File: src/rims_pkg.sv
// Constants for the radio interrupt mapping and status block.
// Assumes a single 40 MHz core clock and an Avalon-MM register slave.
//
// How it works
// - Rx continuous: pin A pattern, level, start
// - Rx buffered: pin A low, byte, nonempty, start
// - Rx packet: pin A ready, byte, nonempty, match/start
// - Rx continuous: pin B carries recovered clock
// - Rx buffered: pin B low, full, level, threshold
// - Rx packet: pin B crc, full, level, threshold
// - Tx pin A: zero, threshold or nonempty
// - Tx pin B: clock or full; finished never chosen, bit 2 not writable
// - Queue full readable at bit 1
// - Queue not-empty flag at bit 0, high when the queue holds data
// - Fill mode bit 7 chooses fill start
// - Fill-start bit 6 set by start detect, rearmed
// - Transmit-done bit 5, read only
// - Overflow bit 4, write one empties queue in buffered or packet mode
// - Packet mode: write one allows new packet
// - Bit 3 enables level detect
// - Level detect sticky, write one clears
// - Lock sticky latches, write one clears
// - Lock output enable; disabled pin held high
// - Threshold register, eight bits, resets zero
// - Threshold event at programmed plus one bytes
package rims_pkg;
    // ------------------------------------------------------------------
    // Register map (word index, byte address is four times)
    // ------------------------------------------------------------------
    localparam logic [3:0] IDX_PIN_SEL  = 4'hd;
    localparam logic [3:0] IDX_STATUS   = 4'he;
    localparam logic [3:0] IDX_THRESH   = 4'hf;
    localparam logic [7:0] RST_PIN_SEL  = 8'h00;
    localparam logic [7:0] RST_STATUS   = 8'h01;
    localparam logic [7:0] RST_THRESH   = 8'h00;
    // ------------------------------------------------------------------
    // Field positions
    // ------------------------------------------------------------------
    localparam int B_RXA_HI    = 7;
    localparam int B_RXA_LO    = 6;
    localparam int B_RXB_HI    = 5;
    localparam int B_RXB_LO    = 4;
    localparam int B_TXA       = 3;
    localparam int B_TXB       = 2;
    localparam int B_FULL      = 1;
    localparam int B_NEMPTY_N  = 0;
    localparam int B_FILL_MODE = 7;
    localparam int B_FILL_GO   = 6;
    localparam int B_TX_DONE   = 5;
    localparam int B_OVR       = 4;
    localparam int B_LVL_EN    = 3;
    localparam int B_LVL_FLAG  = 2;
    localparam int B_LOCK_ST   = 1;
    localparam int B_LOCK_EN   = 0;
    localparam logic [7:0] PIN_SEL_WMASK = 8'hf8;
    // ------------------------------------------------------------------
    // Modes and bus answer
    // ------------------------------------------------------------------
    typedef enum logic [1:0] {
        RIMS_CONT = 2'b00,
        RIMS_BUFF = 2'b01,
        RIMS_PKT  = 2'b11
    } rims_mode_e;
    localparam logic [1:0] SEL_0 = 2'b00;
    localparam logic [1:0] SEL_1 = 2'b01;
    localparam logic [1:0] SEL_2 = 2'b10;
    localparam logic [1:0] SEL_3 = 2'b11;
    localparam logic [31:0] UNMAPPED_RD = 32'h0000_0000;
endpackage

File: src/rims_sync.sv
// Three-stage input synchroniser for pins from other clock domains.
// Assumes the core clock; output changes once stages two and three agree.
`timescale 1ns/1ps
`default_nettype none
module rims_sync #(
    parameter int W = 1
) (
    input  wire logic         core_clk_i,
    input  wire logic         rst_i,
    input  wire logic [W-1:0] d_i,
    output logic      [W-1:0] q_o
);
    logic [W-1:0] s1_q;
    logic [W-1:0] s2_q;
    logic [W-1:0] s3_q;
    logic [W-1:0] out_q;

    always_ff @(posedge core_clk_i) begin
        if (rst_i) begin
            s1_q  <= '0;
            s2_q  <= '0;
            s3_q  <= '0;
            out_q <= '0;
        end else begin
            s1_q <= d_i;
            s2_q <= s1_q;
            s3_q <= s2_q;
            for (int i = 0; i < W; i++) begin
                if (s2_q[i] == s3_q[i]) begin
                    out_q[i] <= s3_q[i];
                end
            end
        end
    end

    assign q_o = out_q;
endmodule // rims_sync
`default_nettype wire

File: src/rims_top.sv
// Interrupt pin routing, sticky status and level threshold registers.
// Event sources live outside; their levels and pulses are core-clocked
// except the lock and recovered clock, which come from other domains.
`timescale 1ns/1ps
`default_nettype none
module rims_top #(
    parameter int QW = 7
) (
    input  wire logic          core_clk_i,
    input  wire logic          rst_i,
    // Avalon-MM slave
    input  wire logic [5:0]    avs_address_i,
    input  wire logic          avs_read_i,
    input  wire logic          avs_write_i,
    input  wire logic [31:0]   avs_writedata_i,
    input  wire logic [3:0]    avs_byteenable_i,
    output logic      [31:0]   avs_readdata_o,
    output logic               avs_waitrequest_o,
    // Operating context
    input  wire logic          tx_mode_i,
    input  wire logic [1:0]    data_mode_i,
    input  wire logic          standby_i,
    input  wire logic          node_match_enable_i,
    // Event sources
    input  wire logic          pattern_sig_i,
    input  wire logic          start_detect_i,
    input  wire logic          data_ready_i,
    input  wire logic          byte_written_i,
    input  wire logic          crc_ok_i,
    input  wire logic          node_match_i,
    input  wire logic          queue_full_flag_i,
    input  wire logic [QW-1:0] queue_count_i,
    input  wire logic [5:0]    queue_thresh_i,
    input  wire logic          tx_bits_done_i,
    input  wire logic          queue_overflow_i,
    input  wire logic [7:0]    level_i,
    input  wire logic          synth_lock_i,
    input  wire logic          recovered_bit_clock_i,
    // Results
    output logic               host_int_pin_a_o,
    output logic               host_int_pin_b_o,
    output logic               fill_enable_o,
    output logic               queue_flush_o,
    output logic               lock_pin_o,
    output logic [7:0]         level_threshold_o
);
    // ------------------------------------------------------------------
    // Registers and synchronised pins
    // ------------------------------------------------------------------
    logic [7:0] pin_sel_q;
    logic [7:0] status_q;
    logic [7:0] thresh_q;
    logic [31:0] rdata_q;
    logic        ack_q;
    logic        lock_s;
    logic        bclk_s;
    logic        lock_prev_q;
    logic        lvl_prev_q;
    logic        pin_a_q;
    logic        pin_b_q;
    logic        flush_q;

    localparam int B_RXA_HI    = rims_pkg::B_RXA_HI;
    localparam int B_RXA_LO    = rims_pkg::B_RXA_LO;
    localparam int B_RXB_HI    = rims_pkg::B_RXB_HI;
    localparam int B_RXB_LO    = rims_pkg::B_RXB_LO;
    localparam int B_TXA       = rims_pkg::B_TXA;
    localparam int B_TXB       = rims_pkg::B_TXB;
    localparam int B_FILL_MODE = rims_pkg::B_FILL_MODE;
    localparam int B_FILL_GO   = rims_pkg::B_FILL_GO;
    localparam int B_TX_DONE   = rims_pkg::B_TX_DONE;
    localparam int B_OVR       = rims_pkg::B_OVR;
    localparam int B_LVL_EN    = rims_pkg::B_LVL_EN;
    localparam int B_LVL_FLAG  = rims_pkg::B_LVL_FLAG;
    localparam int B_LOCK_ST   = rims_pkg::B_LOCK_ST;
    localparam int B_LOCK_EN   = rims_pkg::B_LOCK_EN;
    localparam logic [1:0] RIMS_PKT_V  = rims_pkg::RIMS_PKT;
    localparam logic [1:0] RIMS_BUFF_V = rims_pkg::RIMS_BUFF;
    localparam logic [1:0] RIMS_CONT_V = rims_pkg::RIMS_CONT;

    // Buffered or packet; code 10 counts as continuous
    function automatic logic framed(input logic [1:0] m);
        framed = (m == RIMS_BUFF_V) | (m == RIMS_PKT_V);
    endfunction

    rims_sync #(.W(2)) u_sync (
        .core_clk_i (core_clk_i),
        .rst_i      (rst_i),
        .d_i        ({synth_lock_i, recovered_bit_clock_i}),
        .q_o        ({lock_s, bclk_s})
    );

    // Register index from byte address
    function automatic logic [3:0] reg_idx(input logic [5:0] a);
        reg_idx = a[5:2];
    endfunction

    logic req;
    logic wr_go;
    logic [7:0] wd;
    assign req   = (avs_read_i | avs_write_i) & ~ack_q;
    assign wr_go = avs_write_i & ~ack_q & avs_byteenable_i[0];
    assign wd    = avs_writedata_i[7:0];

    // ------------------------------------------------------------------
    // Derived status
    // ------------------------------------------------------------------
    logic nempty_n;
    logic thr_hit;
    logic lvl_hit;
    logic lvl_rise;
    logic lock_rise;
    logic pkt;
    assign nempty_n  = (queue_count_i != '0);
    assign thr_hit   = queue_count_i >= QW'({1'b0, queue_thresh_i} + 7'h01);
    assign lvl_hit   = level_i >= thresh_q;
    assign lvl_rise  = lvl_hit & ~lvl_prev_q & status_q[B_LVL_EN];
    assign lock_rise = lock_s & ~lock_prev_q;
    assign pkt       = (data_mode_i == RIMS_PKT_V);

    always_ff @(posedge core_clk_i) begin
        if (rst_i) begin
            lock_prev_q <= 1'b0;
            lvl_prev_q  <= 1'b0;
        end else begin
            lock_prev_q <= lock_s;
            lvl_prev_q  <= lvl_hit;
        end
    end

    // ------------------------------------------------------------------
    // Bus slave: one wait cycle, then answer
    // ------------------------------------------------------------------
    always_ff @(posedge core_clk_i) begin
        if (rst_i) begin
            ack_q   <= 1'b0;
            rdata_q <= 32'h0000_0000;
        end else begin
            ack_q <= req;
            if (avs_read_i & ~ack_q) begin
                case (reg_idx(avs_address_i))
                    rims_pkg::IDX_PIN_SEL: begin
                        rdata_q <= {24'h00_0000, pin_sel_q[7:2],
                                    queue_full_flag_i, nempty_n};
                    end
                    rims_pkg::IDX_STATUS: begin
                        rdata_q <= {24'h00_0000, status_q};
                    end
                    rims_pkg::IDX_THRESH: begin
                        rdata_q <= {24'h00_0000, thresh_q};
                    end
                    default: begin
                        rdata_q <= rims_pkg::UNMAPPED_RD;
                    end
                endcase
            end
        end
    end

    assign avs_waitrequest_o = (avs_read_i | avs_write_i) & ~ack_q;
    assign avs_readdata_o    = rdata_q;

    // ------------------------------------------------------------------
    // Pin source select and threshold registers
    // ------------------------------------------------------------------
    always_ff @(posedge core_clk_i) begin
        if (rst_i) begin
            pin_sel_q <= rims_pkg::RST_PIN_SEL;
            thresh_q  <= rims_pkg::RST_THRESH;
        end else if (wr_go) begin
            if (reg_idx(avs_address_i) == rims_pkg::IDX_PIN_SEL) begin
                pin_sel_q <= wd & rims_pkg::PIN_SEL_WMASK;
            end
            if (reg_idx(avs_address_i) == rims_pkg::IDX_THRESH) begin
                thresh_q <= wd;
            end
        end
    end

    // ------------------------------------------------------------------
    // Status and control register
    // ------------------------------------------------------------------
    logic st_wr;
    assign st_wr = wr_go & (reg_idx(avs_address_i) == rims_pkg::IDX_STATUS);

    always_ff @(posedge core_clk_i) begin
        if (rst_i) begin
            status_q <= rims_pkg::RST_STATUS;
        end else begin
            if (st_wr) begin
                status_q[B_FILL_MODE] <= wd[B_FILL_MODE];
                status_q[B_LVL_EN]    <= wd[B_LVL_EN];
                status_q[B_LOCK_EN]   <= wd[B_LOCK_EN];
            end
            status_q[B_TX_DONE] <= tx_bits_done_i;
            // Fill-start: start detect sets it in mode 0, host writes it in 1
            if (status_q[B_FILL_MODE]) begin
                if (st_wr) begin
                    status_q[B_FILL_GO] <= wd[B_FILL_GO];
                end
            end else if (start_detect_i) begin
                status_q[B_FILL_GO] <= 1'b1;
            end else if (st_wr & wd[B_FILL_GO]) begin
                status_q[B_FILL_GO] <= 1'b0;
            end
            if (queue_overflow_i) begin
                status_q[B_OVR] <= 1'b1;
            end else if (st_wr & wd[B_OVR]) begin
                status_q[B_OVR] <= 1'b0;
            end
            if (lvl_rise) begin
                status_q[B_LVL_FLAG] <= 1'b1;
            end else if (st_wr & wd[B_LVL_FLAG]) begin
                status_q[B_LVL_FLAG] <= 1'b0;
            end
            if (lock_rise) begin
                status_q[B_LOCK_ST] <= 1'b1;
            end else if (st_wr & wd[B_LOCK_ST]) begin
                status_q[B_LOCK_ST] <= 1'b0;
            end
        end
    end

    // Overflow write of one empties the queue in buffered or packet mode
    always_ff @(posedge core_clk_i) begin
        if (rst_i) begin
            flush_q <= 1'b0;
        end else begin
            flush_q <= st_wr & wd[B_OVR]
                       & framed(data_mode_i);
        end
    end

    // ------------------------------------------------------------------
    // Interrupt pin routing
    // ------------------------------------------------------------------
    logic pin_a_d;
    logic pin_b_d;
    logic [1:0] rxa;
    logic [1:0] rxb;
    assign rxa = pin_sel_q[B_RXA_HI:B_RXA_LO];
    assign rxb = pin_sel_q[B_RXB_HI:B_RXB_LO];

    always_comb begin
        pin_a_d = 1'b0;
        pin_b_d = 1'b0;
        if (tx_mode_i) begin
            if (!framed(data_mode_i)) begin
                pin_a_d = 1'b0;
                pin_b_d = bclk_s;
            end else begin
                pin_a_d = pin_sel_q[B_TXA] ? nempty_n : thr_hit;
                pin_b_d = pin_sel_q[B_TXB] ? status_q[B_TX_DONE]
                                           : queue_full_flag_i;
            end
        end else begin
            case (data_mode_i)
                RIMS_BUFF_V: begin
                    case (rxa)
                        rims_pkg::SEL_0: pin_a_d = 1'b0;
                        rims_pkg::SEL_1: pin_a_d = byte_written_i;
                        rims_pkg::SEL_2: pin_a_d = nempty_n;
                        default:         pin_a_d = start_detect_i;
                    endcase
                    case (rxb)
                        rims_pkg::SEL_0: pin_b_d = 1'b0;
                        rims_pkg::SEL_1: pin_b_d = queue_full_flag_i;
                        rims_pkg::SEL_2: pin_b_d = status_q[B_LVL_FLAG];
                        default:         pin_b_d = thr_hit;
                    endcase
                end
                RIMS_PKT_V: begin
                    case (rxa)
                        rims_pkg::SEL_0: pin_a_d = data_ready_i;
                        rims_pkg::SEL_1: pin_a_d = byte_written_i;
                        rims_pkg::SEL_2: pin_a_d = nempty_n;
                        default: pin_a_d = node_match_enable_i ? node_match_i
                                                               : start_detect_i;
                    endcase
                    case (rxb)
                        rims_pkg::SEL_0: pin_b_d = crc_ok_i;
                        rims_pkg::SEL_1: pin_b_d = queue_full_flag_i;
                        rims_pkg::SEL_2: pin_b_d = status_q[B_LVL_FLAG];
                        default:         pin_b_d = thr_hit;
                    endcase
                end
                default: begin
                    case (rxa)
                        rims_pkg::SEL_0: pin_a_d = pattern_sig_i;
                        rims_pkg::SEL_1: pin_a_d = status_q[B_LVL_FLAG];
                        default:         pin_a_d = start_detect_i;
                    endcase
                    pin_b_d = bclk_s;
                end
            endcase
        end
        // Standby keeps only the sources flagged as standby capable
        if (standby_i) begin
            pin_a_d = pin_a_d & ~tx_mode_i & framed(data_mode_i)
                      & (rxa == rims_pkg::SEL_2);
            pin_b_d = pin_b_d & ~tx_mode_i & framed(data_mode_i)
                      & ((rxb == rims_pkg::SEL_3)
                         | (pkt & (rxb == rims_pkg::SEL_1)));
        end
    end

    always_ff @(posedge core_clk_i) begin
        if (rst_i) begin
            pin_a_q <= 1'b0;
            pin_b_q <= 1'b0;
        end else begin
            pin_a_q <= pin_a_d;
            pin_b_q <= pin_b_d;
        end
    end

    // ------------------------------------------------------------------
    // Outputs
    // ------------------------------------------------------------------
    assign host_int_pin_a_o  = pin_a_q;
    assign host_int_pin_b_o  = pin_b_q;
    assign fill_enable_o     = status_q[B_FILL_GO];
    assign queue_flush_o     = flush_q;
    assign lock_pin_o        = status_q[B_LOCK_EN] ? lock_s : 1'b1;
    assign level_threshold_o = thresh_q;

    // ------------------------------------------------------------------
    // Assertions
    // ------------------------------------------------------------------
    lock_sticky_a: assert property (@(posedge core_clk_i) disable iff (rst_i)
        lock_rise |=> status_q[B_LOCK_ST])
        else $error("lock sticky not set");
    lvl_sticky_a: assert property (@(posedge core_clk_i) disable iff (rst_i)
        (status_q[B_LVL_FLAG] && !(st_wr && wd[B_LVL_FLAG])) |=> status_q[B_LVL_FLAG])
        else $error("level flag dropped");
    lvl_gate_a: assert property (@(posedge core_clk_i) disable iff (rst_i)
        (!status_q[B_LVL_EN] && !status_q[B_LVL_FLAG]) |=> !status_q[B_LVL_FLAG])
        else $error("level flag set while disabled");
    lock_pin_a: assert property (@(posedge core_clk_i) disable iff (rst_i)
        !status_q[B_LOCK_EN] |-> lock_pin_o)
        else $error("lock pin not high");
    tx_cont_a: assert property (@(posedge core_clk_i) disable iff (rst_i)
        (tx_mode_i && data_mode_i == RIMS_CONT_V) |=> !host_int_pin_a_o)
        else $error("tx pin a not zero");
    buf_low_a: assert property (@(posedge core_clk_i) disable iff (rst_i)
        (!tx_mode_i && data_mode_i == RIMS_BUFF_V && rxa == rims_pkg::SEL_0)
        |=> !host_int_pin_a_o)
        else $error("buffered pin a not low");
    ovr_set_a: assert property (@(posedge core_clk_i) disable iff (rst_i)
        queue_overflow_i |=> status_q[B_OVR])
        else $error("overflow lost");
    flush_a: assert property (@(posedge core_clk_i) disable iff (rst_i)
        (st_wr && wd[B_OVR] && pkt) |=> queue_flush_o)
        else $error("no flush");
    fill_set_a: assert property (@(posedge core_clk_i) disable iff (rst_i)
        (!status_q[B_FILL_MODE] && start_detect_i) |=> status_q[B_FILL_GO])
        else $error("fill start not set");
    thr_rst_a: assert property (@(posedge core_clk_i)
        $past(rst_i) |-> thresh_q == rims_pkg::RST_THRESH)
        else $error("threshold reset");
endmodule // rims_top
`default_nettype wire

File: config.mk
export PLATFORM = sky130hd
export DESIGN_NAME = rims_top
export DESIGN_NICKNAME = d
export VERILOG_FILES = /design/src/rims_pkg.sv /design/src/rims_sync.sv /design/src/rims_top.sv
export SDC_FILE = /design/constraint.sdc
export NUM_CORES = 1
export LEC_CHECK = 0
export BUFFER_PORTS_ARGS = -buffer_cell sky130_fd_sc_hd__clkbuf_2
export CAP_MARGIN = 30
export CORE_MARGIN = 4
export CORE_UTILIZATION = 49
export CTS_CLUSTER_DIAMETER = 80
export DETAILED_ROUTE_END_ITERATION = 8
export GPL_TIMING_DRIVEN = 0
export MAX_ROUTING_LAYER = met4
export PLACE_DENSITY = 0.94
export SLEW_MARGIN = 0
export SYNTH_ARGS = -nofsm -noshare
export SYNTH_HDL_FRONTEND = slang
export SYNTH_SLANG_ARGS = --single-unit
File: constraint.sdc
create_clock -name core_clk_i -period 4.22 [get_ports core_clk_i]
set_input_delay 0.211 -clock core_clk_i [delete_from_list [all_inputs] [get_ports core_clk_i]]
set_output_delay 0.211 -clock core_clk_i [all_outputs]
set_load 0.02 [all_outputs]
Word-level counts from Yosys, hierarchy flattened
Index checks and enable logic that the tools add are counted.

storage, ports and cells
  flip-flop bits (word level) = 67
  bits of input ports = 83
  output and inout port bits = 46
  word-level logic and storage cells = 100

operators by class
  $add $sub $neg = 1
  magnitude comparators = 2
  equal/unequal tests = 13
  multiplexer cells = 27
  bitwise operators = 27
  reduce and logical (&&, ||, !) cells = 10

operators with widths
  operator             number
  $pmux 8 s3           1
  $and 1x1->1          20
  $mux 1               19
  $eq 4x4->1 const B   3
  $pmux 1 s3           4
  $eq 2x2->1 const B   4
  $ge 8x8->1           1
  $add 6x1->7 const B  1
  $ge 7x7->1           1
  $reduce_bool 7->1    1
  $eq 2x1->1 const B   3
  $pmux 1 s2           3
  $reduce_and 2->1     3
  $reduce_bool 2->1    3
  $logic_not 2->1      2
  $not 1->1            4
  $or 1x1->1           3
  $reduce_bool 3->1    1
  $eq 1x1->1           2
  $ne 2x1->1 const B   1

Longest topological paths before layout
Gate-level depths: netlist of the first run.

  depth in word-level cells = 9
  gate-level depth with buffers = 8
  depth with buffers taken out = 8

Cells and area by module
Synthesis of the first run repeated with hierarchy kept, for this count alone.

unflattened totals
  cell total of the unflattened synthesis = 288
  area, all modules = 2492.4 µm²

by module, submodules not included
  module     instances  cells an instance  area each (µm²)  sequential area each (µm²)
  rims_top   1          268                2264.7           700.7
  rims_sync  1          20                 227.7            160.2

Least setup slack after synthesis of the first run
OpenSTA, ideal clock, no wires.

  path kind = input port to flip-flop
  start = input port queue_thresh_i[4]
  end = register pin_b_q, in the netlist host_int_pin_b_o
  library setup time = 0.122 ns
  arrival = 1.634 ns
  data required time = 4.098 ns
  path slack = 2.464 ns
  stages = 8
  path buffers = 0
  cell sequence = and3_1 > nand3_1 > xor2_1 > ha_1 > a21o_1 > a21oi_1 > nand3_1 > o311a_1

between the ends
  word-level cells in the longest chain between the ends = 9
  elaborated cells on any way between the ends = 10
  classes of those cells = 1 x add/sub; 1 x order compare; 5 x mux; 3 x bitwise

ends and longest elaborated chain
  what                           RTL line                          text
  from (decl)                    rims_top.sv:33                    input wire logic [5:0] queue_thresh_i,
  $add 6x1->7 (*)                rims_top.sv:115                   assign thr_hit = queue_count_i >= QW'({1'b0, queue_thresh_i} + 7'h01);
  $ge 7x7->1 (*)                 rims_top.sv:115
  $pmux 1 s3 (on tied branches)  rims_top.sv:280, rims_top.sv:265
  $pmux 1 s2 (*)                 rims_top.sv:257                   case (data_mode_i)
  $mux 1 (*)                     rims_top.sv:247                   if (tx_mode_i) begin
  $and 1x1->1 (2 in a row)       rims_top.sv:301                   pin_b_d = pin_b_d & ~tx_mode_i & framed(data_mode_i)
  $and 1x1->1                    rims_top.sv:302                   & ((rxb == rims_pkg::SEL_3)
  $mux 1 (*)                     rims_top.sv:298                   if (standby_i) begin
  to (signal assigned)           rims_top.sv:313                   pin_b_q <= pin_b_d;
  to (decl)                      rims_top.sv:60                    logic pin_b_q;

Every way passes the cells marked *; elsewhere a longest branch is shown, timed or not.
A chain may end at the register's enable or synchronous reset.

Worst setup path after layout of the first run
  start = register thresh_q[6], in the netlist level_threshold_o[6]
  end = register status_q[2]

between the ends
  word-level cells in the longest chain between the ends = 4
  elaborated cells on any way between the ends = 5
  classes of those cells = 1 x order compare; 1 x mux; 2 x bitwise; 1 x reduce/logical

ends and longest elaborated chain
  what                                                RTL line         text
  from (decl)                                         rims_top.sv:52   logic [7:0] thresh_q;
  from (signal assigned)                              rims_top.sv:169  thresh_q <= rims_pkg::RST_THRESH;
  from (signal assigned)                              rims_top.sv:175  thresh_q <= wd;
  $ge 8x8->1 (*)                                      rims_top.sv:116  assign lvl_hit = level_i >= thresh_q;
  $and 1x1->1 (*) (2 in a row)                        rims_top.sv:117  assign lvl_rise = lvl_hit & ~lvl_prev_q & status_q[B_LVL_EN];
  $mux 1 / $reduce_bool 2->1 (equally long branches)  -
  to (signal, indexed assignment)                     rims_top.sv:193  status_q[B_LOCK_EN] <= wd[B_LOCK_EN];
  to (signal, indexed assignment)                     rims_top.sv:195  status_q[B_TX_DONE] <= tx_bits_done_i;
  to (signal, indexed assignment)                     rims_top.sv:199  status_q[B_FILL_GO] <= wd[B_FILL_GO];
  to (decl)                                           rims_top.sv:51   logic [7:0] status_q;

Marked as above.

==> results of run 1 <==
-- synthesized netlist by cell type (all sizes together), types with 2 or more instances --
master	instances	area, µm²
nor3	3	15.0
and4b	3	30.0
nand2b	6	37.5
a22oi	6	45.0
mux2i	17	170
buf	31	231
mux2	5	56.3
nand4	2	18.8
inv	14	52.6
nand3	8	40.0
nand4b	2	17.5
a211o	4	35.0
clkbuf	3	12.5
nand2	23	86.3
a21o	4	30.0
nor2	24	90.1
o211ai	2	15.0
xnor2	2	17.5
o21ai	19	95.1
and3	5	36.3
dfxtp	43	861
nor2b	11	76.3
nor4	2	18.8
xor2	2	17.5
ha	16	200
a21oi	9	45.0
-- kinds of logic (layout without fill, tap and decap cells) --
| logic type | after synthesis | in the layout |
|---|---|---|
| XOR/XNOR | 4 | 4 |
| AND/OR/NAND/NOR | 96 | 96 |
| flip-flops | 43 | 43 |
| multiplexers | 22 | 22 |
| adder cells (fa/ha/maj) | 16 | 16 |
| buffers and inverters | 48 | 130 |
| other | 1 | 24 |
| AO/OA/AOI/OAI | 56 | 56 |
-- registers in the layout, summed over array words and instances, names as in the netlist --
name and cells:
ack_q 1, avs_readdata_o 8, host_int_pin_a_o 1, host_int_pin_b_o 1
level_threshold_o 8, lock_prev_q 1, lvl_prev_q 1, pin_sel_q 5
queue_flush_o 1, status_q 8, u_sync.q_o 2, u_sync.s1_q 2
u_sync.s2_q 2, u_sync.s3_q 2
-- power by group through the flow --
stage / clock network (W) / registers [W] / logic (W)
global placement: 0 / 0.000427 / 0.000147
global route: 0.000276 / 0.000419 / 0.000173
finish: 0.000253 / 0.000418 / 0.000157
CTS: 0.000256 / 0.000418 / 0.000155
floorplan: 0 / 0.000429 / 0.0000980
detailed placement: 0 / 0.000427 / 0.000154
-- final cells by class --
cell class	count	share of cell area, %
inverter	14	1.67
clock buffer	7	2.43
multi-input combinational	218	46.1
sequential	43	27.4
buffer	34	7.77
clock inverter	1	0.159
timing repair buffer	74	11.8
tap	67	2.67
-- how the worst min path moves through the flow --
stage                                startpoint        endpoint  slack (ns)  cells past startpoint
final                     recovered_bit_clock_i  u_sync.s1_q[0]        0.12                      2
after global routing      recovered_bit_clock_i  u_sync.s1_q[0]        0.13                      2
after CTS                 recovered_bit_clock_i  u_sync.s1_q[0]        0.12                      2
after detailed placement  recovered_bit_clock_i  u_sync.s1_q[0]        0.43                      2
after global placement           u_sync.s1_q[0]  u_sync.s2_q[0]        0.42                      1
after floorplan              avs_writedata_i[0]     status_q[0]        0.33                      1
-- metal layers --
metal,GRT usage [%],wire length [µm]
met1,24.9,2630
met2,34.7,3200
met3,4.40,531
met4,9.97,191
met5,-,0
-- worst max-delay path, cell delays in order (launching register included) --
cell and delay (ns):
sky130_fd_sc_hd__dfxtp_1 0.43, sky130_fd_sc_hd__inv_1 0.07, sky130_fd_sc_hd__ha_1 0.28, sky130_fd_sc_hd__a21o_1 0.19, sky130_fd_sc_hd__a221o_1 0.37, sky130_fd_sc_hd__a41oi_1 0.22, sky130_fd_sc_hd__o21ai_1 0.10
-- through the flow --
step	worst slack [ns]	power, W	cell area (µm²)	std cells	utilization (%)
after floorplan	2.46	0.000526	2610	309	-
after global placement	2.23	0.000574	3060	450	63.1
after detailed placement	2.17	0.000581	3060	450	63.1
after CTS	2.47	0.000829	3140	458	64.8
after global routing	2.32	0.000868	3140	458	64.8
final	2.44	0.000828	3140	458	64.8
==> parameters.txt, run 1 <==
Parameter                              Value

Critical path
  Capturing point of the worst reg2reg path    status_q[2]
  Origin of the worst setup path    level_threshold_o[6]
  Kind of end point of the critical path    flip-flop
  Capturing element of the worst setup path    status_q[2]
  Worst r2r path cells    6
  Worst setup slack for register-to-register paths    2.44 ns
  Element type at the critical path start    flip-flop
  Arrival time reported for the critical path endpoint    1.97 ns
  Worst Path Required    4.41 ns
  WS Path Type    flip-flop to flip-flop
  Critical-path maximum fanout    4
  Launch point of the worst reg-to-reg path    level_threshold_o[6]

Finish
  Commonest cells after routing, fill and taps aside    75 x sky130_fd_sc_hd__clkbuf_2, 43 x sky130_fd_sc_hd__dfxtp_1, 26 x sky130_fd_sc_hd__buf_4
  Antenna diodes    0
  Net count, final    489
  Area taken by multi-input logic gates    1450 µm²
  Filler Cells Inserted    414
  Layout-stage area growth over the synthesis result    24.7%
  Reg area    861 µm²
  Most common cell after layout, fill and taps aside    sky130_fd_sc_hd__clkbuf_2
  Layout cells sized above 1    31.5%

Timing
  Maximum clock rate    563 MHz
  Fin Hold WS    0.116 ns
  Shortest clock period the worst path allows after layout    1.78 ns
  Final-layout setup total negative slack    0 ns
  Number of setup violations in the final report    0
  Final setup skew    0.00833 ns
  RSZ-0062 raised after global routing    false
  Share of the clock period used by the worst path    42.1%
  Fin. Hold Viols    0
  Worst slew margin relative to its limit    65.9%
  Tightest Pin Transition    0.511 ns
  Pins Over Slew Limit    0

Die
  Placeable core region    4850 µm²
  Number of top-level pins    129
  Initial standard-cell utilization of the core    52.0%
  Die Footprint    6350 µm²
  Overall die height    79.7 µm
  Number of placement rows    25
  Floorplan die width    79.7 µm

Logic synthesis
  Top_reg_cell synth    sky130_fd_sc_hd__dfxtp_1
  Area share of fa/ha/maj cells after synthesis    7.94%
  Fraction of synthesized area in multiplexers    8.99%
  Post-synthesis share of cell area spent on and, or, nand and nor gates    20.9%
  Synthesized flop and latch total    43
  Largest family of logic cells by synthesized area    simple AND/OR/NAND/NOR gates
  Netlist area before placement    2520 µm²
  Avg Synthesized Cell Area    8.81 µm²
  Compound-cell area share of the yosys netlist    14.7%
  Number of flops mapped to enable cells by yosys    0
  Count of yosys warnings during synthesis    0
  Distinct cell type count of the synthesized netlist    55
  Share of the synthesized netlist area taken by xor and xnor gates    1.39%
  Share of synthesized area occupied by flip-flops and latches    34.2%
  Async S/R FF share, synth    0%
  Number of standard cells after synthesis    286

Routing
  Sum of routed wire length over all layers    6550 µm
  Vias    2,352
  First-pass detailed-route iteration total    5
  Violation count after the first detailed-route iteration    183
  Vias per inst    5.14
  DRC violation count after routing    0
  Count of nets left with antenna violations after detail routing    0
  DR WL/cell    14.3 µm

Clock network
  CTS root buf    sky130_fd_sc_hd__clkbuf_8
  Post-CTS setup repair buffer count    0
  Num CTS Buffers    5
  # clock sinks    43
  Number of levels in the clock H-tree    2
  Clk Latency, worst-skew pair    0.30 ns
  Post-CTS clock slew at the launch and capture registers of the worst setup and hold paths    0.08 ns
  Clock tree from TritonCTS    done
  Number of buffers inserted for hold repair after clock tree synthesis    0
  Number of gates resized after CTS    0
  Clk buf depth    2

GRT
  GRT Residual Overflow    0
  Number of global-route vias before repair    2,276
  Initial antenna violation count    0
  Largest net degree at the start of global routing    13
  Overall Global Routing Usage    21.2%
  Wire length of the first global-routing pass    10,100 µm

Power and ir drop
  Static Leakage    1.53 nW
  Worst ir drop on vdd    0.249 mV
  Internal power    0.000599 W
  Net switching power of the design    0.000229 W
  Clock network fraction of design power    30.6%
  Proportion of power drawn by flip-flops and latches    50.5%
  Sw Share    27.7%
  Proportion of power drawn by combinational gates    18.9%
  Cell area power density    264 nW/µm²

Status
  Result of the run    finished, final reports clean

Placement
  Half-perimeter wire length after detailed placement    5270 µm
  Routability Congestion    0.891
  Number of I/O port buffers    74

Worst hold path
  Class of the worst hold path    primary input to flip-flop

Job
  MaxCap Viol Count    0
Power figures use the tool's default switching activity.
==> run 2: changes to the inputs <==
--- a/config.mk
+++ b/config.mk
@@ -8,12 +8,12 @@
 export BUFFER_PORTS_ARGS = -buffer_cell sky130_fd_sc_hd__clkbuf_2
 export CAP_MARGIN = 30
 export CORE_MARGIN = 4
-export CORE_UTILIZATION = 49
+export CORE_UTILIZATION = 41
 export CTS_CLUSTER_DIAMETER = 80
 export DETAILED_ROUTE_END_ITERATION = 8
 export GPL_TIMING_DRIVEN = 0
 export MAX_ROUTING_LAYER = met4
-export PLACE_DENSITY = 0.94
+export PLACE_DENSITY = 0.85
 export SLEW_MARGIN = 0
 export SYNTH_ARGS = -nofsm -noshare
 export SYNTH_HDL_FRONTEND = slang
==> constraint.sdc (replaced) <==
create_clock -name core_clk_i -period 1.6 [get_ports core_clk_i]
set_input_delay 0.08 -clock core_clk_i [delete_from_list [all_inputs] [get_ports core_clk_i]]
set_output_delay 0.08 -clock core_clk_i [all_outputs]
set_load 0.02 [all_outputs]
==> parameters.txt, run 2 (synthesis gave the netlist of run 1 again) <==
Parameter                              Value

Routing
  Vias per inst    4.90
  Sum of routed wire length over all layers    6760 µm
  DRC violation count after routing    0
  DR WL/cell    14.3 µm
  Count of nets left with antenna violations after detail routing    0
  First-pass detailed-route iteration total    4
  Violation count after the first detailed-route iteration    144
  Vias    2,324

Die
  Number of placement rows    28
  Initial standard-cell utilization of the core    42.3%
  Floorplan die width    86.4 µm
  Die Footprint    7460 µm²
  Number of top-level pins    129
  Overall die height    86.4 µm
  Placeable core region    5960 µm²

Status
  Result of the run    finished, final reports clean

Clock network
  # clock sinks    43
  CTS root buf    sky130_fd_sc_hd__clkbuf_8
  Post-CTS clock slew at the launch and capture registers of the worst setup and hold paths    0.08 ns
  Clock tree from TritonCTS    done
  Clk buf depth    2
  Number of levels in the clock H-tree    2
  Num CTS Buffers    5
  Clk Latency, worst-skew pair    0.30 ns

Placement
  Routability Congestion    0.925
  Number of I/O port buffers    74
  Placement-stage worst setup slack    -0.254 ns
  Half-perimeter wire length after detailed placement    5250 µm

Critical path
  Arrival time reported for the critical path endpoint    1.75 ns
  Kind of end point of the critical path    flip-flop
  Critical-path cell list    and4b_1 -> nand3_1 -> and2_0 -> a211o_1
  Critical path's largest stage delay    0.40 ns
  Worst r2r path cells    4
  WS Path Type    flip-flop to flip-flop
  Launch point of the worst reg-to-reg path    ack_q
  Capturing point of the worst reg2reg path    status_q[0]
  Top Family by Delay on Critical Path    simple AND/OR/NAND/NOR gates
  Number of buffer and inverter stages on the critical path    0
  Worst Path Required    1.79 ns
  Element type at the critical path start    flip-flop
  Crit path max-delay cell type    sky130_fd_sc_hd__and4b_1
  Critical-path maximum fanout    4
  Worst setup slack for register-to-register paths    0.04 ns

Worst hold path
  Source of the worst hold timing path    avs_writedata_i[0]
  Min-Delay Path Depth    2
  Worst-case hold path end point    status_q[0]
  Class of the worst hold path    primary input to flip-flop

Timing
  Share of the clock period used by the worst path    97.6%
  Fin. Hold Viols    0
  Number of setup violations in the final report    0
  Final setup skew    0.00685 ns
  Worst slew margin relative to its limit    62.9%
  Tightest Pin Transition    0.555 ns
  Shortest clock period the worst path allows after layout    1.56 ns
  Fin Hold WS    0.0143 ns
  Maximum clock rate    641 MHz
  Final WS setup    0.0390 ns
  Pins Over Slew Limit    0

GRT
  Largest net degree at the start of global routing    14
  Wire length of the first global-routing pass    10,400 µm
  Overall Global Routing Usage    18.0%
  Number of global-route vias before repair    2,272
  Initial antenna violation count    0
  GRT Residual Overflow    0

Finish
  Layout-stage area growth over the synthesis result    32.7%
  Antenna diodes    0
  Layout cells sized above 1    36.3%
  Net count, final    497
  Most common cell after layout, fill and taps aside    sky130_fd_sc_hd__clkbuf_2
  Filler Cells Inserted    565
  Commonest cells after routing, fill and taps aside    71 x sky130_fd_sc_hd__clkbuf_2, 39 x sky130_fd_sc_hd__dfxtp_1, 34 x sky130_fd_sc_hd__buf_4

Power and ir drop
  Proportion of power drawn by flip-flops and latches    48.3%
  Internal power    0.00164 W
  Proportion of power drawn by combinational gates    19.7%
  Sw Share    27.7%
  Net switching power of the design    0.000628 W
  Cell area power density    679 nW/µm²
  Static Leakage    1.58 nW
  Worst ir drop on vdd    0.495 mV
  Clock network fraction of design power    32.0%

Job
  MaxCap Viol Count    0
## run 2: how the worst max path moves through the flow
stage / cells after the start / end / slack, ns / from
2_1_floorplan: 6 / status_q[2] / 0.002 / level_threshold_o[6]
3_3_place_gp: 9 / host_int_pin_b_o / -0.22 / queue_thresh_i[4]
3_5_place_dp: 9 / host_int_pin_b_o / -0.25 / queue_thresh_i[0]
4_1_cts: 6 / status_q[2] / 0.02 / level_threshold_o[7]
5_1_grt: 9 / host_int_pin_b_o / -0.03 / queue_thresh_i[4]
6_report: 4 / status_q[0] / 0.04 / ack_q
## run 2: what timing repair did
action | 4_1_cts | 5_1_grt
buffers inserted | 3 | 2
hold buffers | 3 | 0
endpoints found under the hold margin | 3 | 0
pin swaps | 0 | 7
endpoints found under the setup margin | 2 | 5
resized for setup | 5 | 19
## run 2: metal layers
metal / up-vias / share of wire [%] / GRT usage [%]
li1: 1186 / - / -
met1: 1060 / 45 / 22.6
met2: 69 / 47 / 29.5
met3: 9 / 6.6 / 3.52
met4: 0 / 0.96 / 4.67
met5: - / 0 / -
## run 2: per-stage QoR
stage               area, µm²  setup TNS, ns  utilization [%]  power, W  std cells
floorplan                2610              0                -   0.00139        309
global placement         3080         -0.461             51.7   0.00152        458
detailed placement       3080         -0.627             51.7   0.00153        458
CTS                      3250              0             54.6   0.00226        472
global route             3340        -0.0410             56.1   0.00238        474
finish                   3340              0             56.1   0.00227        474
## run 2: final cells by class
type	instances	area, µm²	area share [%]
Timing Repair Buffer	82	445	13.3
Clock inverter	1	8.76	0.262
Multi-Input combinational cell	218	1540	46.0
Buffer	34	244	7.30
Clock buffer	7	86.3	2.58
Inverter	14	52.6	1.57
Tap cell	75	93.8	2.81
Sequential cell	43	873	26.1
## run 2: power by group through the flow
stage / Combinational [W] / Sequential [W] / Clock (W)
2_1_floorplan: 0.000260 / 0.00113 / 0
3_3_place_gp: 0.000397 / 0.00113 / 0
3_5_place_dp: 0.000406 / 0.00113 / 0
4_1_cts: 0.000418 / 0.00110 / 0.000745
5_1_grt: 0.000493 / 0.00110 / 0.000787
6_report: 0.000447 / 0.00110 / 0.000728
